--- src/core/servo_consts.svh ---
// Register offsets, field positions, reset values and timing counts
`ifndef SERVO_CONSTS_SVH
`define SERVO_CONSTS_SVH

`define CLK_HZ             25000000
`define CYC_PER_US         (`CLK_HZ / 1000000)
`define RAMP_RPM_SPAN      1000
`define RAMP_MAX_MS        10000
`define RAMP_CYC_PER_MS_RPM (`CLK_HZ / (1000 * `RAMP_RPM_SPAN))

`define RATE_DED_PPS       2000000
`define RATE_LD_PPS        500000
`define RATE_OC_PPS        200000

`define GEAR_NUM_MIN       1
`define GEAR_NUM_MAX       10000
`define GEAR_EXP_MAX       17

`define FIR_TAPS           8
`define FIR_SHIFT          3
`define FIR_SAMPLE_US      10

`define OFS_CTRL           8'h00
`define OFS_GEAR           8'h04
`define OFS_LAG            8'h08
`define OFS_ACC            8'h0C
`define OFS_DEC            8'h10
`define OFS_SPD0           8'h20
`define OFS_SPD7           8'h3C
`define OFS_STAT           8'h40
`define OFS_DEV            8'h44
`define OFS_CPOS           8'h48
`define OFS_VEL            8'h4C

`define CTRL_CFG_LSB       0
`define CTRL_FMT_LSB       4
`define CTRL_FILT_BIT      8
`define CTRL_TSW_BIT       9
`define CTRL_MSK_OT_BIT    12
`define CTRL_MSK_TL_BIT    13
`define CTRL_MSK_INH_BIT   14
`define CTRL_MSK_ZC_BIT    15
`define GEAR_EXP_LSB       16

`define RST_CTRL           32'h0000_0000
`define RST_GEAR_NUM       14'h0001
`define RST_GEAR_EXP       5'h00
`define RST_LAG            4'h4
`define RST_RAMP_MS        14'h0000
`define RST_SPD            16'h0000

`endif

--- src/core/servo_pkg.sv ---
// Types shared by the command input logic
package servo_pkg;

   typedef enum logic [5:0] {
      CFG_POS     = 6'b00_0001,
      CFG_VEL     = 6'b00_0010,
      CFG_TRQ     = 6'b00_0100,
      CFG_POS_VEL = 6'b00_1000,
      CFG_POS_TRQ = 6'b01_0000,
      CFG_VEL_TRQ = 6'b10_0000
   } ctl_cfg_t;

   typedef enum logic [2:0] {
      ACT_POS = 3'b001,
      ACT_VEL = 3'b010,
      ACT_TRQ = 3'b100
   } ctl_act_t;

   typedef enum logic [1:0] {
      FMT_CW_CCW    = 2'h0,
      FMT_PULSE_DIR = 2'h1,
      FMT_QUAD      = 2'h2
   } pulse_fmt_t;

endpackage

--- src/core/pulse_decoder.sv ---
// Decoder for two-line pulse or quadrature signals into single steps
`timescale 1ns/100ps
module pulse_decoder
   import servo_pkg::*;
(
   input  wire logic       core_clk,
   input  wire logic       sys_rst,
   input  wire logic       in_a,
   input  wire logic       in_b,
   input  wire pulse_fmt_t fmt,
   output logic            step_r,
   output logic            up_r
);
   logic a_q_r;
   logic b_q_r;
   logic a_rise;
   logic b_rise;
   logic step_nxt;
   logic up_nxt;

   assign a_rise = in_a & ~a_q_r;
   assign b_rise = in_b & ~b_q_r;

   // One edge per clock is enough: 2 Mpps leaves over 12 clocks per pulse
   always_comb begin
      step_nxt = 1'b0;
      up_nxt   = up_r;
      case (fmt)
         FMT_CW_CCW: begin
            if (a_rise && !b_rise) begin
               step_nxt = 1'b1;
               up_nxt   = 1'b1;
            end else if (b_rise && !a_rise) begin
               step_nxt = 1'b1;
               up_nxt   = 1'b0;
            end
         end
         FMT_PULSE_DIR: begin
            if (a_rise) begin
               step_nxt = 1'b1;
               up_nxt   = ~in_b;
            end
         end
         FMT_QUAD: begin
            if ((in_a ^ a_q_r) != (in_b ^ b_q_r)) begin
               step_nxt = 1'b1;
               up_nxt   = ~(a_q_r ^ in_b);
            end
         end
         default: begin
            step_nxt = 1'b0;
         end
      endcase
   end

   always_ff @(posedge core_clk or posedge sys_rst) begin
      if (sys_rst) begin
         a_q_r  <= 1'b0;
         b_q_r  <= 1'b0;
         step_r <= 1'b0;
         up_r   <= 1'b1;
      end else begin
         a_q_r  <= in_a;
         b_q_r  <= in_b;
         step_r <= step_nxt;
         up_r   <= up_nxt;
      end
   end
endmodule // pulse_decoder

--- src/core/velocity_ramp.sv ---
// Velocity command ramp with separate acceleration and deceleration times
`timescale 1ns/100ps
`include "servo_consts.svh"
module velocity_ramp
   import servo_pkg::*;
#(
   parameter int CNT_W = 19
)
(
   input  wire logic               core_clk,
   input  wire logic               sys_rst,
   input  wire logic signed [15:0] target,
   input  wire logic        [13:0] acc_ms,
   input  wire logic        [13:0] dec_ms,
   output logic signed      [15:0] vel_r
);
   logic             accel;
   logic [13:0]      time_ms;
   logic [CNT_W-1:0] period;
   logic [CNT_W-1:0] cnt_r;

   // Moving away from zero speed uses the acceleration time
   assign accel = ((target > vel_r) && (vel_r >= 16'sh0000)) ||
                  ((target < vel_r) && (vel_r <= 16'sh0000));
   assign time_ms = accel ? acc_ms : dec_ms;
   // Time per 1000 r/min gives clocks per 1 r/min step
   assign period = CNT_W'(time_ms * `RAMP_CYC_PER_MS_RPM);

   always_ff @(posedge core_clk or posedge sys_rst) begin
      if (sys_rst) begin
         vel_r <= 16'sh0000;
         cnt_r <= '0;
      end else if (vel_r == target) begin
         cnt_r <= '0;
      end else if (period == '0) begin
         vel_r <= target;
         cnt_r <= '0;
      end else if (cnt_r >= period - CNT_W'(1)) begin
         vel_r <= (target > vel_r) ? vel_r + 16'sh0001 : vel_r - 16'sh0001;
         cnt_r <= '0;
      end else begin
         cnt_r <= cnt_r + CNT_W'(1);
      end
   end
endmodule // velocity_ramp

--- src/core/servo_command_input_logic.sv ---
// Command input logic of a servo drive: pulses, gear, filter, speeds
`timescale 1ns/100ps
`include "servo_consts.svh"
module servo_command_input_logic
   import servo_pkg::*;
#(
   parameter int POS_W  = 48,
   parameter int DEV_W  = 32,
   parameter int FIR_DIV = `FIR_SAMPLE_US * `CYC_PER_US
)
(
   input  wire logic        core_clk,
   input  wire logic        sys_rst,
   input  wire logic [7:0]  avs_address,
   input  wire logic        avs_read,
   input  wire logic        avs_write,
   input  wire logic [31:0] avs_writedata,
   output logic      [31:0] avs_readdata,
   output logic             avs_waitrequest,
   input  wire logic        cmd_a,
   input  wire logic        cmd_b,
   input  wire logic        enc_a,
   input  wire logic        enc_b,
   input  wire logic        servo_on_in,
   input  wire logic        alarm_clr_in,
   input  wire logic        gain_tl_in,
   input  wire logic        mode_sw_in,
   input  wire logic        cw_inh_in,
   input  wire logic        ccw_inh_in,
   input  wire logic [3:0]  multi_in,
   output logic             servo_en_r,
   output logic             alarm_clr_r,
   output logic             gain_sel_r,
   output logic             tlim_sel_r,
   output logic             damp_sel_r,
   output logic             cw_stop_r,
   output logic             ccw_stop_r,
   output logic [2:0]       act_mode_r,
   output logic [31:0]      pos_ref_r,
   output logic [15:0]      vel_cmd_r,
   output logic [31:0]      dev_cnt_r
);
   // Configuration registers
   logic [2:0]         cfg_code_r;
   logic [1:0]         fmt_r;
   logic               filt_fir_r;
   logic               tsw_tlim_r;
   logic               msk_ot_r;
   logic               msk_tl_r;
   logic               msk_inh_r;
   logic               msk_zc_r;
   logic [13:0]        gear_num_r;
   logic [4:0]         gear_exp_r;
   logic [3:0]         lag_k_r;
   logic [13:0]        acc_ms_r;
   logic [13:0]        dec_ms_r;
   logic [15:0]        spd_r [8];

   // Datapath state
   logic signed [POS_W-1:0] cmd_pos_r;
   logic signed [POS_W-1:0] lag_r;
   logic signed [POS_W-1:0] fir_hist_r [`FIR_TAPS];
   logic signed [POS_W+2:0] fir_sum_r;
   logic [2:0]              fir_idx_r;
   logic [15:0]             fir_div_r;
   logic signed [POS_W-1:0] filt_q_r;
   logic signed [DEV_W-1:0] dev_r;
   logic                    vel_zc_r;

   // Bus slave
   logic        bus_req;
   logic        wr_go;
   logic [31:0] rd_nxt;

   // Decoded control
   ctl_cfg_t    cfg;
   ctl_act_t    act;
   logic        in_pos;
   logic        in_vel;
   logic        in_trq;
   logic        dev_clr;
   logic        inhibit;
   logic        zclamp;
   logic [2:0]  spd_sel;

   // Pulses and gear
   logic                    cmd_step;
   logic                    cmd_up;
   logic                    fb_step;
   logic                    fb_up;
   logic [13:0]             num_eff;
   logic [4:0]              exp_eff;
   logic [POS_W-1:0]        gear_inc;
   logic signed [POS_W-1:0] lag_diff;
   logic signed [POS_W-1:0] lag_step;
   logic signed [POS_W-1:0] lag_nxt;
   logic signed [POS_W-1:0] filt_nxt;
   logic signed [POS_W-1:0] filt_delta;
   logic signed [15:0]      vel_target;
   logic signed [15:0]      vel_ramped;

   assign bus_req = avs_read | avs_write;
   // A write lands on the one edge where waitrequest is seen low
   assign wr_go   = avs_write & ~avs_waitrequest;

   always_ff @(posedge core_clk or posedge sys_rst) begin
      if (sys_rst) begin
         avs_waitrequest <= 1'b1;
      end else begin
         avs_waitrequest <= ~(bus_req & avs_waitrequest);
      end
   end

   always_ff @(posedge core_clk or posedge sys_rst) begin
      if (sys_rst) begin
         cfg_code_r <= 3'(`RST_CTRL);
         fmt_r      <= 2'h0;
         filt_fir_r <= 1'b0;
         tsw_tlim_r <= 1'b0;
         msk_ot_r   <= 1'b0;
         msk_tl_r   <= 1'b0;
         msk_inh_r  <= 1'b0;
         msk_zc_r   <= 1'b0;
         gear_num_r <= `RST_GEAR_NUM;
         gear_exp_r <= `RST_GEAR_EXP;
         lag_k_r    <= `RST_LAG;
         acc_ms_r   <= `RST_RAMP_MS;
         dec_ms_r   <= `RST_RAMP_MS;
         for (int i = 0; i < 8; i++) begin
            spd_r[i] <= `RST_SPD;
         end
      end else if (wr_go) begin
         if (avs_address == `OFS_CTRL) begin
            cfg_code_r <= avs_writedata[`CTRL_CFG_LSB +: 3];
            fmt_r      <= avs_writedata[`CTRL_FMT_LSB +: 2];
            filt_fir_r <= avs_writedata[`CTRL_FILT_BIT];
            tsw_tlim_r <= avs_writedata[`CTRL_TSW_BIT];
            msk_ot_r   <= avs_writedata[`CTRL_MSK_OT_BIT];
            msk_tl_r   <= avs_writedata[`CTRL_MSK_TL_BIT];
            msk_inh_r  <= avs_writedata[`CTRL_MSK_INH_BIT];
            msk_zc_r   <= avs_writedata[`CTRL_MSK_ZC_BIT];
         end else if (avs_address == `OFS_GEAR) begin
            gear_num_r <= avs_writedata[13:0];
            gear_exp_r <= avs_writedata[`GEAR_EXP_LSB +: 5];
         end else if (avs_address == `OFS_LAG) begin
            lag_k_r    <= avs_writedata[3:0];
         end else if (avs_address == `OFS_ACC) begin
            acc_ms_r   <= (avs_writedata[13:0] > 14'(`RAMP_MAX_MS)) ?
                          14'(`RAMP_MAX_MS) : avs_writedata[13:0];
         end else if (avs_address == `OFS_DEC) begin
            dec_ms_r   <= (avs_writedata[13:0] > 14'(`RAMP_MAX_MS)) ?
                          14'(`RAMP_MAX_MS) : avs_writedata[13:0];
         end else if (avs_address >= `OFS_SPD0 &&
                      avs_address <= `OFS_SPD7 &&
                      avs_address[1:0] == 2'h0) begin
            spd_r[avs_address[4:2]] <= avs_writedata[15:0];
         end
      end
   end

   // Read data is prepared while waitrequest is high and held until the next read
   always_comb begin
      rd_nxt = 32'h0000_0000;
      if (avs_address == `OFS_CTRL) begin
         rd_nxt[`CTRL_CFG_LSB +: 3] = cfg_code_r;
         rd_nxt[`CTRL_FMT_LSB +: 2] = fmt_r;
         rd_nxt[`CTRL_FILT_BIT]     = filt_fir_r;
         rd_nxt[`CTRL_TSW_BIT]      = tsw_tlim_r;
         rd_nxt[`CTRL_MSK_OT_BIT]   = msk_ot_r;
         rd_nxt[`CTRL_MSK_TL_BIT]   = msk_tl_r;
         rd_nxt[`CTRL_MSK_INH_BIT]  = msk_inh_r;
         rd_nxt[`CTRL_MSK_ZC_BIT]   = msk_zc_r;
      end else if (avs_address == `OFS_GEAR) begin
         rd_nxt[13:0]                 = gear_num_r;
         rd_nxt[`GEAR_EXP_LSB +: 5]   = gear_exp_r;
      end else if (avs_address == `OFS_LAG) begin
         rd_nxt[3:0] = lag_k_r;
      end else if (avs_address == `OFS_ACC) begin
         rd_nxt[13:0] = acc_ms_r;
      end else if (avs_address == `OFS_DEC) begin
         rd_nxt[13:0] = dec_ms_r;
      end else if (avs_address >= `OFS_SPD0 &&
                   avs_address <= `OFS_SPD7 &&
                   avs_address[1:0] == 2'h0) begin
         rd_nxt[15:0] = spd_r[avs_address[4:2]];
      end else if (avs_address == `OFS_STAT) begin
         rd_nxt[2:0] = act;
         rd_nxt[3]   = zclamp;
         rd_nxt[4]   = inhibit;
         rd_nxt[5]   = dev_clr;
         rd_nxt[6]   = servo_en_r;
      end else if (avs_address == `OFS_DEV) begin
         rd_nxt = 32'(dev_r);
      end else if (avs_address == `OFS_CPOS) begin
         rd_nxt = cmd_pos_r[31:0];
      end else if (avs_address == `OFS_VEL) begin
         rd_nxt = {{16{vel_cmd_r[15]}}, vel_cmd_r};
      end
   end

   always_ff @(posedge core_clk or posedge sys_rst) begin
      if (sys_rst) begin
         avs_readdata <= 32'h0000_0000;
      end else if (avs_read && avs_waitrequest) begin
         avs_readdata <= rd_nxt;
      end
   end

   // Unknown codes fall back to plain position control
   always_comb begin
      case (cfg_code_r)
         3'h1:    cfg = CFG_VEL;
         3'h2:    cfg = CFG_TRQ;
         3'h3:    cfg = CFG_POS_VEL;
         3'h4:    cfg = CFG_POS_TRQ;
         3'h5:    cfg = CFG_VEL_TRQ;
         default: cfg = CFG_POS;
      endcase
   end

   always_comb begin
      case (cfg)
         CFG_VEL:     act = ACT_VEL;
         CFG_TRQ:     act = ACT_TRQ;
         CFG_POS_VEL: act = mode_sw_in ? ACT_VEL : ACT_POS;
         CFG_POS_TRQ: act = mode_sw_in ? ACT_TRQ : ACT_POS;
         CFG_VEL_TRQ: act = mode_sw_in ? ACT_TRQ : ACT_VEL;
         default:     act = ACT_POS;
      endcase
   end

   assign in_pos  = (act == ACT_POS);
   assign in_vel  = (act == ACT_VEL);
   assign in_trq  = (act == ACT_TRQ);
   // The multipurpose pins change meaning with the active mode
   assign dev_clr = in_pos & multi_in[0];
   assign inhibit = in_pos & multi_in[1] & ~msk_inh_r;
   assign zclamp  = (in_vel | in_trq) & multi_in[0] & ~msk_zc_r;
   assign spd_sel = in_vel ? multi_in[3:1] : 3'h0;

   always_ff @(posedge core_clk or posedge sys_rst) begin
      if (sys_rst) begin
         servo_en_r  <= 1'b0;
         alarm_clr_r <= 1'b0;
         gain_sel_r  <= 1'b0;
         tlim_sel_r  <= 1'b0;
         damp_sel_r  <= 1'b0;
         cw_stop_r   <= 1'b0;
         ccw_stop_r  <= 1'b0;
         act_mode_r  <= ACT_POS;
      end else begin
         servo_en_r  <= servo_on_in;
         alarm_clr_r <= alarm_clr_in;
         gain_sel_r  <= gain_tl_in & ~tsw_tlim_r;
         tlim_sel_r  <= gain_tl_in & tsw_tlim_r & ~msk_tl_r;
         damp_sel_r  <= in_pos & multi_in[2];
         cw_stop_r   <= cw_inh_in & ~msk_ot_r;
         ccw_stop_r  <= ccw_inh_in & ~msk_ot_r;
         act_mode_r  <= act;
      end
   end

   pulse_decoder u_cmd_dec (
      .core_clk (core_clk),
      .sys_rst  (sys_rst),
      .in_a     (cmd_a),
      .in_b     (cmd_b),
      .fmt      (pulse_fmt_t'(fmt_r)),
      .step_r   (cmd_step),
      .up_r     (cmd_up)
   );

   // Encoder feedback is always quadrature
   pulse_decoder u_fb_dec (
      .core_clk (core_clk),
      .sys_rst  (sys_rst),
      .in_a     (enc_a),
      .in_b     (enc_b),
      .fmt      (FMT_QUAD),
      .step_r   (fb_step),
      .up_r     (fb_up)
   );

   // Out-of-range gear values are clamped rather than rejected
   assign num_eff = (gear_num_r < 14'(`GEAR_NUM_MIN)) ? 14'(`GEAR_NUM_MIN) :
                    (gear_num_r > 14'(`GEAR_NUM_MAX)) ? 14'(`GEAR_NUM_MAX) :
                    gear_num_r;
   assign exp_eff = (gear_exp_r > 5'(`GEAR_EXP_MAX)) ?
                    5'(`GEAR_EXP_MAX) : gear_exp_r;
   assign gear_inc = POS_W'(num_eff) << exp_eff;

   always_ff @(posedge core_clk or posedge sys_rst) begin
      if (sys_rst) begin
         cmd_pos_r <= '0;
      end else if (cmd_step && !inhibit && in_pos) begin
         cmd_pos_r <= cmd_up ? cmd_pos_r + gear_inc
                             : cmd_pos_r - gear_inc;
      end
   end

   // First-order lag; a residue below one step is still walked out
   assign lag_diff = cmd_pos_r - lag_r;
   assign lag_step = lag_diff >>> lag_k_r;
   assign lag_nxt  = (lag_step != '0) ? lag_r + lag_step :
                     (lag_diff > 0)   ? lag_r + POS_W'(1) :
                     (lag_diff < 0)   ? lag_r - POS_W'(1) : lag_r;

   always_ff @(posedge core_clk or posedge sys_rst) begin
      if (sys_rst) begin
         lag_r <= '0;
      end else begin
         lag_r <= lag_nxt;
      end
   end

   // Moving average over the last taps, sampled at a fixed period
   always_ff @(posedge core_clk or posedge sys_rst) begin
      if (sys_rst) begin
         for (int i = 0; i < `FIR_TAPS; i++) begin
            fir_hist_r[i] <= '0;
         end
         fir_sum_r <= '0;
         fir_idx_r <= 3'h0;
         fir_div_r <= 16'h0000;
      end else if (fir_div_r >= 16'(FIR_DIV - 1)) begin
         fir_div_r             <= 16'h0000;
         fir_hist_r[fir_idx_r] <= cmd_pos_r;
         fir_sum_r             <= fir_sum_r + (POS_W+3)'(cmd_pos_r)
                                  - (POS_W+3)'(fir_hist_r[fir_idx_r]);
         fir_idx_r             <= fir_idx_r + 3'h1;
      end else begin
         fir_div_r <= fir_div_r + 16'h0001;
      end
   end

   assign filt_nxt   = filt_fir_r ? POS_W'(fir_sum_r >>> `FIR_SHIFT)
                                  : lag_r;
   assign filt_delta = filt_nxt - filt_q_r;

   always_ff @(posedge core_clk or posedge sys_rst) begin
      if (sys_rst) begin
         filt_q_r <= '0;
         dev_r    <= '0;
      end else begin
         filt_q_r <= filt_nxt;
         if (dev_clr) begin
            dev_r <= '0;
         end else if (fb_step) begin
            dev_r <= dev_r + DEV_W'(filt_delta)
                     - (fb_up ? DEV_W'(1) : -DEV_W'(1));
         end else begin
            dev_r <= dev_r + DEV_W'(filt_delta);
         end
      end
   end

   // Zero clamp wins over any selected speed
   assign vel_target = zclamp ? 16'sh0000 : spd_r[spd_sel];

   always_ff @(posedge core_clk or posedge sys_rst) begin
      if (sys_rst) begin
         vel_zc_r <= 1'b0;
      end else begin
         vel_zc_r <= zclamp;
      end
   end

   velocity_ramp #(
      .CNT_W (19)
   ) u_ramp (
      .core_clk (core_clk),
      .sys_rst  (sys_rst),
      .target   (vel_target),
      .acc_ms   (acc_ms_r),
      .dec_ms   (dec_ms_r),
      .vel_r    (vel_ramped)
   );

   always_ff @(posedge core_clk or posedge sys_rst) begin
      if (sys_rst) begin
         pos_ref_r <= 32'h0000_0000;
         vel_cmd_r <= 16'h0000;
         dev_cnt_r <= 32'h0000_0000;
      end else begin
         pos_ref_r <= filt_q_r[31:0];
         vel_cmd_r <= (vel_zc_r && zclamp) ? 16'h0000 : vel_ramped;
         dev_cnt_r <= 32'(dev_r);
      end
   end
endmodule // servo_command_input_logic

--- config.mk ---
export PLATFORM = sky130hd
export DESIGN_NAME = servo_command_input_logic
export DESIGN_NICKNAME = d
export VERILOG_FILES = /design/src/core/servo_pkg.sv /design/src/core/pulse_decoder.sv /design/src/core/velocity_ramp.sv /design/src/core/servo_command_input_logic.sv
export VERILOG_INCLUDE_DIRS = /design/src /design/src/core
export SDC_FILE = /design/constraint.sdc
export NUM_CORES = 2
export LEC_CHECK = 0
export ABC_CLOCK_PERIOD_IN_PS = 40100
export BUFFER_PORTS_ARGS = -buffer_cell sky130_fd_sc_hd__buf_2
export CAP_MARGIN = 20
export CORE_MARGIN = 8
export CORE_UTILIZATION = 35
export DETAILED_ROUTE_END_ITERATION = 16
export GPL_TIMING_DRIVEN = 0
export PLACE_DENSITY = 0.6
export SLEW_MARGIN = 30
export SYNTH_ARGS = -nofsm -noshare
export SYNTH_HDL_FRONTEND = slang
export SYNTH_SLANG_ARGS = --single-unit
--- constraint.sdc ---
create_clock -name core_clk -period 40.1 [get_ports core_clk]
set_input_delay 6.015 -clock core_clk [delete_from_list [all_inputs] [get_ports core_clk]]
set_output_delay 6.015 -clock core_clk [all_outputs]
set_load 0.1 [all_outputs]
# Word level (Yosys, flattened, before mapping)
# Index checks and enable logic that the tools add are counted.
# totals
in_bits,58
elab_cells,301
output_inout_bits,123
regBits,971
# op_classes
n_reduce_logical,32
magnitude_cmp,19
addsub,17
eq_ne,29
mul,1
n_shift,2
bitwise,44
muxes,97
# ops
op,n
$mux W32,14
$bwmux W384,1
$mux W48,7
$mux W16,19
$mux W25,7
$bmux W48 S3,1
$demux W48 S3,1
$bwmux W128,1
$mux W14,7
$add A48 B48 Y48,2
$bmux W16 S3,2
$sub A48 B48 Y48,2
$sub A32 B32 Y32,2
$mux W19,3
$add A51 B48 Y51,1
$sub A51 B48 Y51,1
$add A48 B2 Y48 const B,1
$demux W16 S3,1
$gt A48 B1 Y1 const B,1
$lt A48 B1 Y1 const B,1
$reduce_bool A48 Y1,1
$shl A14 B5 Y48,1
$sshr A48 B4 Y48,1
$sub A48 B2 Y48 const B,1
70 further kinds,162

# Depth between registers and ports, before layout
# depth
ltp_word,29
mapped_depth,50
mapped_depth_nobuf,45

# Cells and area by module
# A second synthesis with hierarchy kept.
# hier_totals
cells_unflattened,6452
area_unflattened_um2,60354.1
# by_module_without_submodules
mod,cells_per_inst,area_per_inst_um2,instances,seq_area_each_um2
servo_command_input_logic,5746,54377.2,1,20224.4
velocity_ramp,642,5368.9,1,875.8
pulse_decoder,32,304.0,2,101.3

# Worst setup path after synthesis
# Ideal clock, no wire load.
# synth_timing
path_type,input port to flip-flop
startpoint,input port mode_sw_in
endpoint,register u_ramp.vel_r[10]
cell_stages,44
setup_ps,77
path_slack_ps,24260
t_arrival_ps,15762
required_ps,40023
path_buffers,5
path_cell_list,inv_1 -> nand2_1 -> and3_1 -> clkbuf_1 -> nand2_1 -> clkbuf_1 -> mux4_2 -> a21oi_1 -> nor2_1 -> ha_1 -> nor2b_1 -> o21a_1 -> o21a_1 -> o21ai_1 -> a21oi_1 -> o311a_1 -> or3_1 -> nand2_1 -> [8 not listed] -> ha_1 -> a21oi_1 -> o21bai_1 -> a21oi_1 -> o21bai_1 -> a21oi_1 -> xnor2_1 -> nor4_1 -> nand4_1 -> nor3_1 -> xor2_1 -> ha_1 -> or4_1 -> o31ai_1 -> a21oi_1 -> clkbuf_1 -> clkbuf_1 -> a21oi_1
# synth_between
elab_chain_len,18
elab_cells_between_ends,32
cone_classes,1 x add/sub; 1 x mul; 3 x order compare; 3 x eq/ne; 13 x mux; 5 x bitwise; 6 x reduce/logical
# synth_rtl
item,line,rtl
"start, declared",servo_command_input_logic.sv:27,"input wire logic mode_sw_in,"
$mux W3 or $mux W2 (tied branches),"servo_command_input_logic.sv:227, servo_command_input_logic.sv:225",
$pmux W3 S5 *,servo_command_input_logic.sv:222,case (cfg)
named net act[1],servo_command_input_logic.sv:77,ctl_act_t act;
$eq A3 B2 Y1,servo_command_input_logic.sv:233,assign in_vel = (act == ACT_VEL);
$mux W3,servo_command_input_logic.sv:239,assign spd_sel = in_vel ? multi_in[3:1] : 3'h0;
$not A3 Y4 (implied by the code),servo_command_input_logic.sv:358,assign vel_target = zclamp ? 16'sh0000 : spd_r[spd_sel];
$bmux W16 S3,servo_command_input_logic.sv:358,
$mux W16 (implied by the code) (2 in a row),servo_command_input_logic.sv:358,
[2 not listed],-,
"$logic_and A1 B1 Y1, on equally long branches","velocity_ramp.sv:23, velocity_ramp.sv:24",
$logic_or A1 B1 Y1,velocity_ramp.sv:23,assign accel = ((target > vel_r) && (vel_r >= 16'sh0000)) ||
$mux W14,velocity_ramp.sv:25,assign time_ms = accel ? acc_ms : dec_ms;
$mul A14 B5 Y19 (no line),-,
$sub A19 B1 Y19,velocity_ramp.sv:38,end else if (cnt_r >= period - CNT_W'(1)) begin
$ge A19 B19 Y1,velocity_ramp.sv:38,
$reduce_bool A2 Y1 (no line),-,
$reduce_and A2 Y1 (no line),-,
"end signal, assigned",velocity_ramp.sv:36,vel_r <= target;
"end signal, assigned",velocity_ramp.sv:39,vel_r <= (target > vel_r) ? vel_r + 16'sh0001 : vel_r - 16'sh0001;
"end, declared",velocity_ramp.sv:15,output logic signed [15:0] vel_r
# The timed path passes the listed nets; every way through them passes the cells marked *. The select of a mux whose other input is x is not followed.
# A chain may end at the register's enable or synchronous reset.

# Final worst setup path
# layout_timing
startpoint,input port mode_sw_in
endpoint,register u_ramp.vel_r[1]
# Same word-level chain as after synthesis.

==> qor.yml <==
cp-end-kind: "flop"
crit_required_ns: 40.75
fmax_mhz: 55.21
antenna_found_initial: 15
whs_endpoint: "dev_cnt_r[19]"
cts_setup_buffers: 0
nNetsFinal: 7081
slowest_delay_ns: 0.61
synth_compound_area_frac: 0.1777
path_clk_slew_ns: 0.06
rsz0062_at_grt: "no"
setup_viol: 0
maxCapViolations: 0
dieArea_mm2: 0.1846
async_flop_share: 1.000
yosysTopAreaCellShare: 0.3531
drcViolationCount: 0
synth_area_leaders: "dfrtp_1 (35%), ha_1 (7.2%), mux2_2 (7.0%), mux4_2 (5.5%), o21ai_0 (4.0%)"
timing.final.crit_period_ns: 18.11
grt_pass1_vias: 50823
cts_buffer_depth: 3
routed_wl_mm: 232.9
layout_common_cells: "dfrtp_1 (845), nand2_1 (591), o21ai_0 (481)"
post_drt_via_cell_ratio: 5.846
ys_seq_area_frac: 0.3557
critical_path.most_common_cell: "a21oi_1"
min_path_type: "reg2reg"
place_hpwl_mm: 184.5
wl_per_cell_um: 26.13
track_usage: 0.2438
ys_warn_count: 0
synth_area_per_cell_um2: 9.501
grt_pass1_wl_mm: 343.3
r2r_slack_ns: 27.01
slowest_stage: "clkbuf_1"
grt_start_max_net_pins: 95
core_mm2: 0.1708
tns_ns: 0
slew_headroom: 0.1882
final_antenna_net_count: 0
r2r-start: "cfg_code_r[2]"
mostFrequentLayoutCell: "dfrtp_1"
cts_resized: 0
period_share: 0.4517
min_from: "dev_r[19]"
die_h_um: 429.6
start_util: 0.3506
synth-simple-area-share: 0.1234
std_cell_rows: 152
area_delta_synth_final_pct: 12.70
cts_hold_buf: 0
synth_xor_area_frac: 0.04323
die_w_um: 429.6
synth_mux_area_frac: 0.1509
min_path_cells: 0
worstSkewPairLatency_ns: 0.77
ios: 181
cts_sinks: 851
synth_top_family_by_area: "compound AO/OA/AOI/OAI gates"
diodes: 0
layout-drive-gt1-share: 0.1468
synth_top_cell_by_area: "dfrtp_1"
drt_iter0_drc: 5427
netlist_instances: 6303
grt-ovfl-total: 0
ys_ff_latch: 851
reg2reg_to: "u_ramp.vel_r[1]"
vias: 52115
yosys.cell_types.count: 100
status: "completed"
detail_route.first_pass.iterations: 7
worstSetupStartpointType: "input pin"
clockRootBuffer: "clkbuf_16"
synth_adder_area_share: 0.09829
tightest_slew_ns: 1.184
reg2regPathDepth: 43
io_buffers: 168
gp_congestion: 1.055
syn_area_mm2: 0.05988
hold_slack_ns: 0.3849
hold_viol_final: 0
cp.arrival_ns: 18.77
cts_buffers: 97
final_max_slew_viol_count: 0
cts_tree: "yes"
cts.htree.levels: 3
synth-edff-count: 0
crit_type: "in2reg"
synthFlopType: "dfrtp_1"
path_max_fanout: 10
fin_skew_ns: 0.07291
worst max-delay path by stage:
stage                     startpoint          endpoint  slack, ns  cells after the start
after detailed placement  mode_sw_in  u_ramp.cnt_r[16]      21.08                     44
after global routing      mode_sw_in  u_ramp.vel_r[11]      21.36                     45
after CTS                 mode_sw_in   u_ramp.vel_r[1]      21.83                     45
after global placement       sys_rst     dev_cnt_r[17]       0.31                      2
final                     mode_sw_in   u_ramp.vel_r[1]      21.99                     45
after floorplan              sys_rst       acc_ms_r[0]      10.18                      1
layout make-up:
| cell class | count | area, µm² |
|---|---|---|
| plain buffers | 311 | 1231 |
| clock buffers | 132 | 2719 |
| clock inverters | 49 | 706.9 |
| fillers | 16904 | 103300 |
| inverters | 484 | 1824 |
| multi-input cells | 4664 | 35700 |
| flip-flops and latches | 851 | 21300 |
| well taps | 2233 | 2794 |
| repair buffers | 191 | 1207 |
synthesized netlist by cell type (23+ instances only):
| library cell | n |
|---|---|
| a211oi_1 | 41 |
| a21o_1 | 128 |
| a21oi_1 | 401 |
| a22oi_1 | 42 |
| a31oi_1 | 43 |
| and2_1 | 35 |
| and3_1 | 46 |
| buf_1 | 35 |
| clkbuf_1 | 260 |
| dfrtp_1 | 845 |
| fa_1 | 79 |
| ha_1 | 344 |
| inv_1 | 479 |
| mux2_2 | 372 |
| mux2i_1 | 142 |
| mux4_2 | 146 |
| nand2_1 | 591 |
| nand2b_1 | 44 |
| nand3_1 | 88 |
| nand4_1 | 51 |
| nor2_1 | 426 |
| nor2b_1 | 49 |
| nor3_1 | 93 |
| nor4_1 | 41 |
| o211ai_1 | 39 |
| o21a_1 | 86 |
| o21ai_0 | 483 |
| o21bai_1 | 38 |
| o22ai_1 | 45 |
| o31ai_1 | 25 |
| or2_2 | 23 |
| or3_1 | 31 |
| xnor2_1 | 166 |
| xor2_1 | 127 |
per-stage QoR:
stage / util / setup slack, ns / cells / area [µm²]
floorplan: - / 10.18 / 6310 / 59910
global placement: 0.3721 / 0.3092 / 8711 / 63540
detailed placement: 0.3750 / 21.08 / 8734 / 64040
CTS: 0.3950 / 21.83 / 8915 / 67460
global route: 0.3952 / 21.36 / 8915 / 67490
finish: 0.3952 / 21.99 / 8915 / 67490
kinds of logic (layout without fill, tap and decap cells):
family,Yosys count,after routing
fa+ha+maj,423,423
xor+xnor,294,294
compound gates,1670,1670
other cells,1,8
flops,851,851
buf+inv,795,1167
mux,672,672
simple gates,1597,1597
registers in the layout, summed over array words and instances (netlist names), 14 cells and up:
signal,cells
dev_cnt_r,32
cmd_pos_r,48
dev_r,32
gear_num_r,14
acc_ms_r,14
fir_div_r,16
lag_r,48
dec_ms_r,14
vel_cmd_r,16
fir_hist_r,280
u_ramp.vel_r,16
avs_readdata,32
fir_sum_r,35
spd_r,128
filt_q_r,32
u_ramp.cnt_r,19
pos_ref_r,32
per-layer routing:
metal,GRT usage,wire [µm],share of wire,up-vias
li1,-,-,-,23346
met1,0.3279,98910,0.42,26086
met2,0.3666,99550,0.43,2151
met3,0.04124,16760,0.072,530
met4,0.1492,17690,0.076,2
met5,0,13,0.000056,-
worst max-delay path, delay by kind of cell:
family                   cells  cell delay [ns]
adder cells (fa/ha/maj)      6             2.00
multiplexers                 2             1.13
AO/OA/AOI/OAI               14             3.10
buffers and inverters       10             2.76
XOR/XNOR                     2             0.30
AND/OR/NAND/NOR             11             3.39
Power is not shown: default switching activity piles up to over one toggle a cycle in this logic, so the estimate is an artifact.
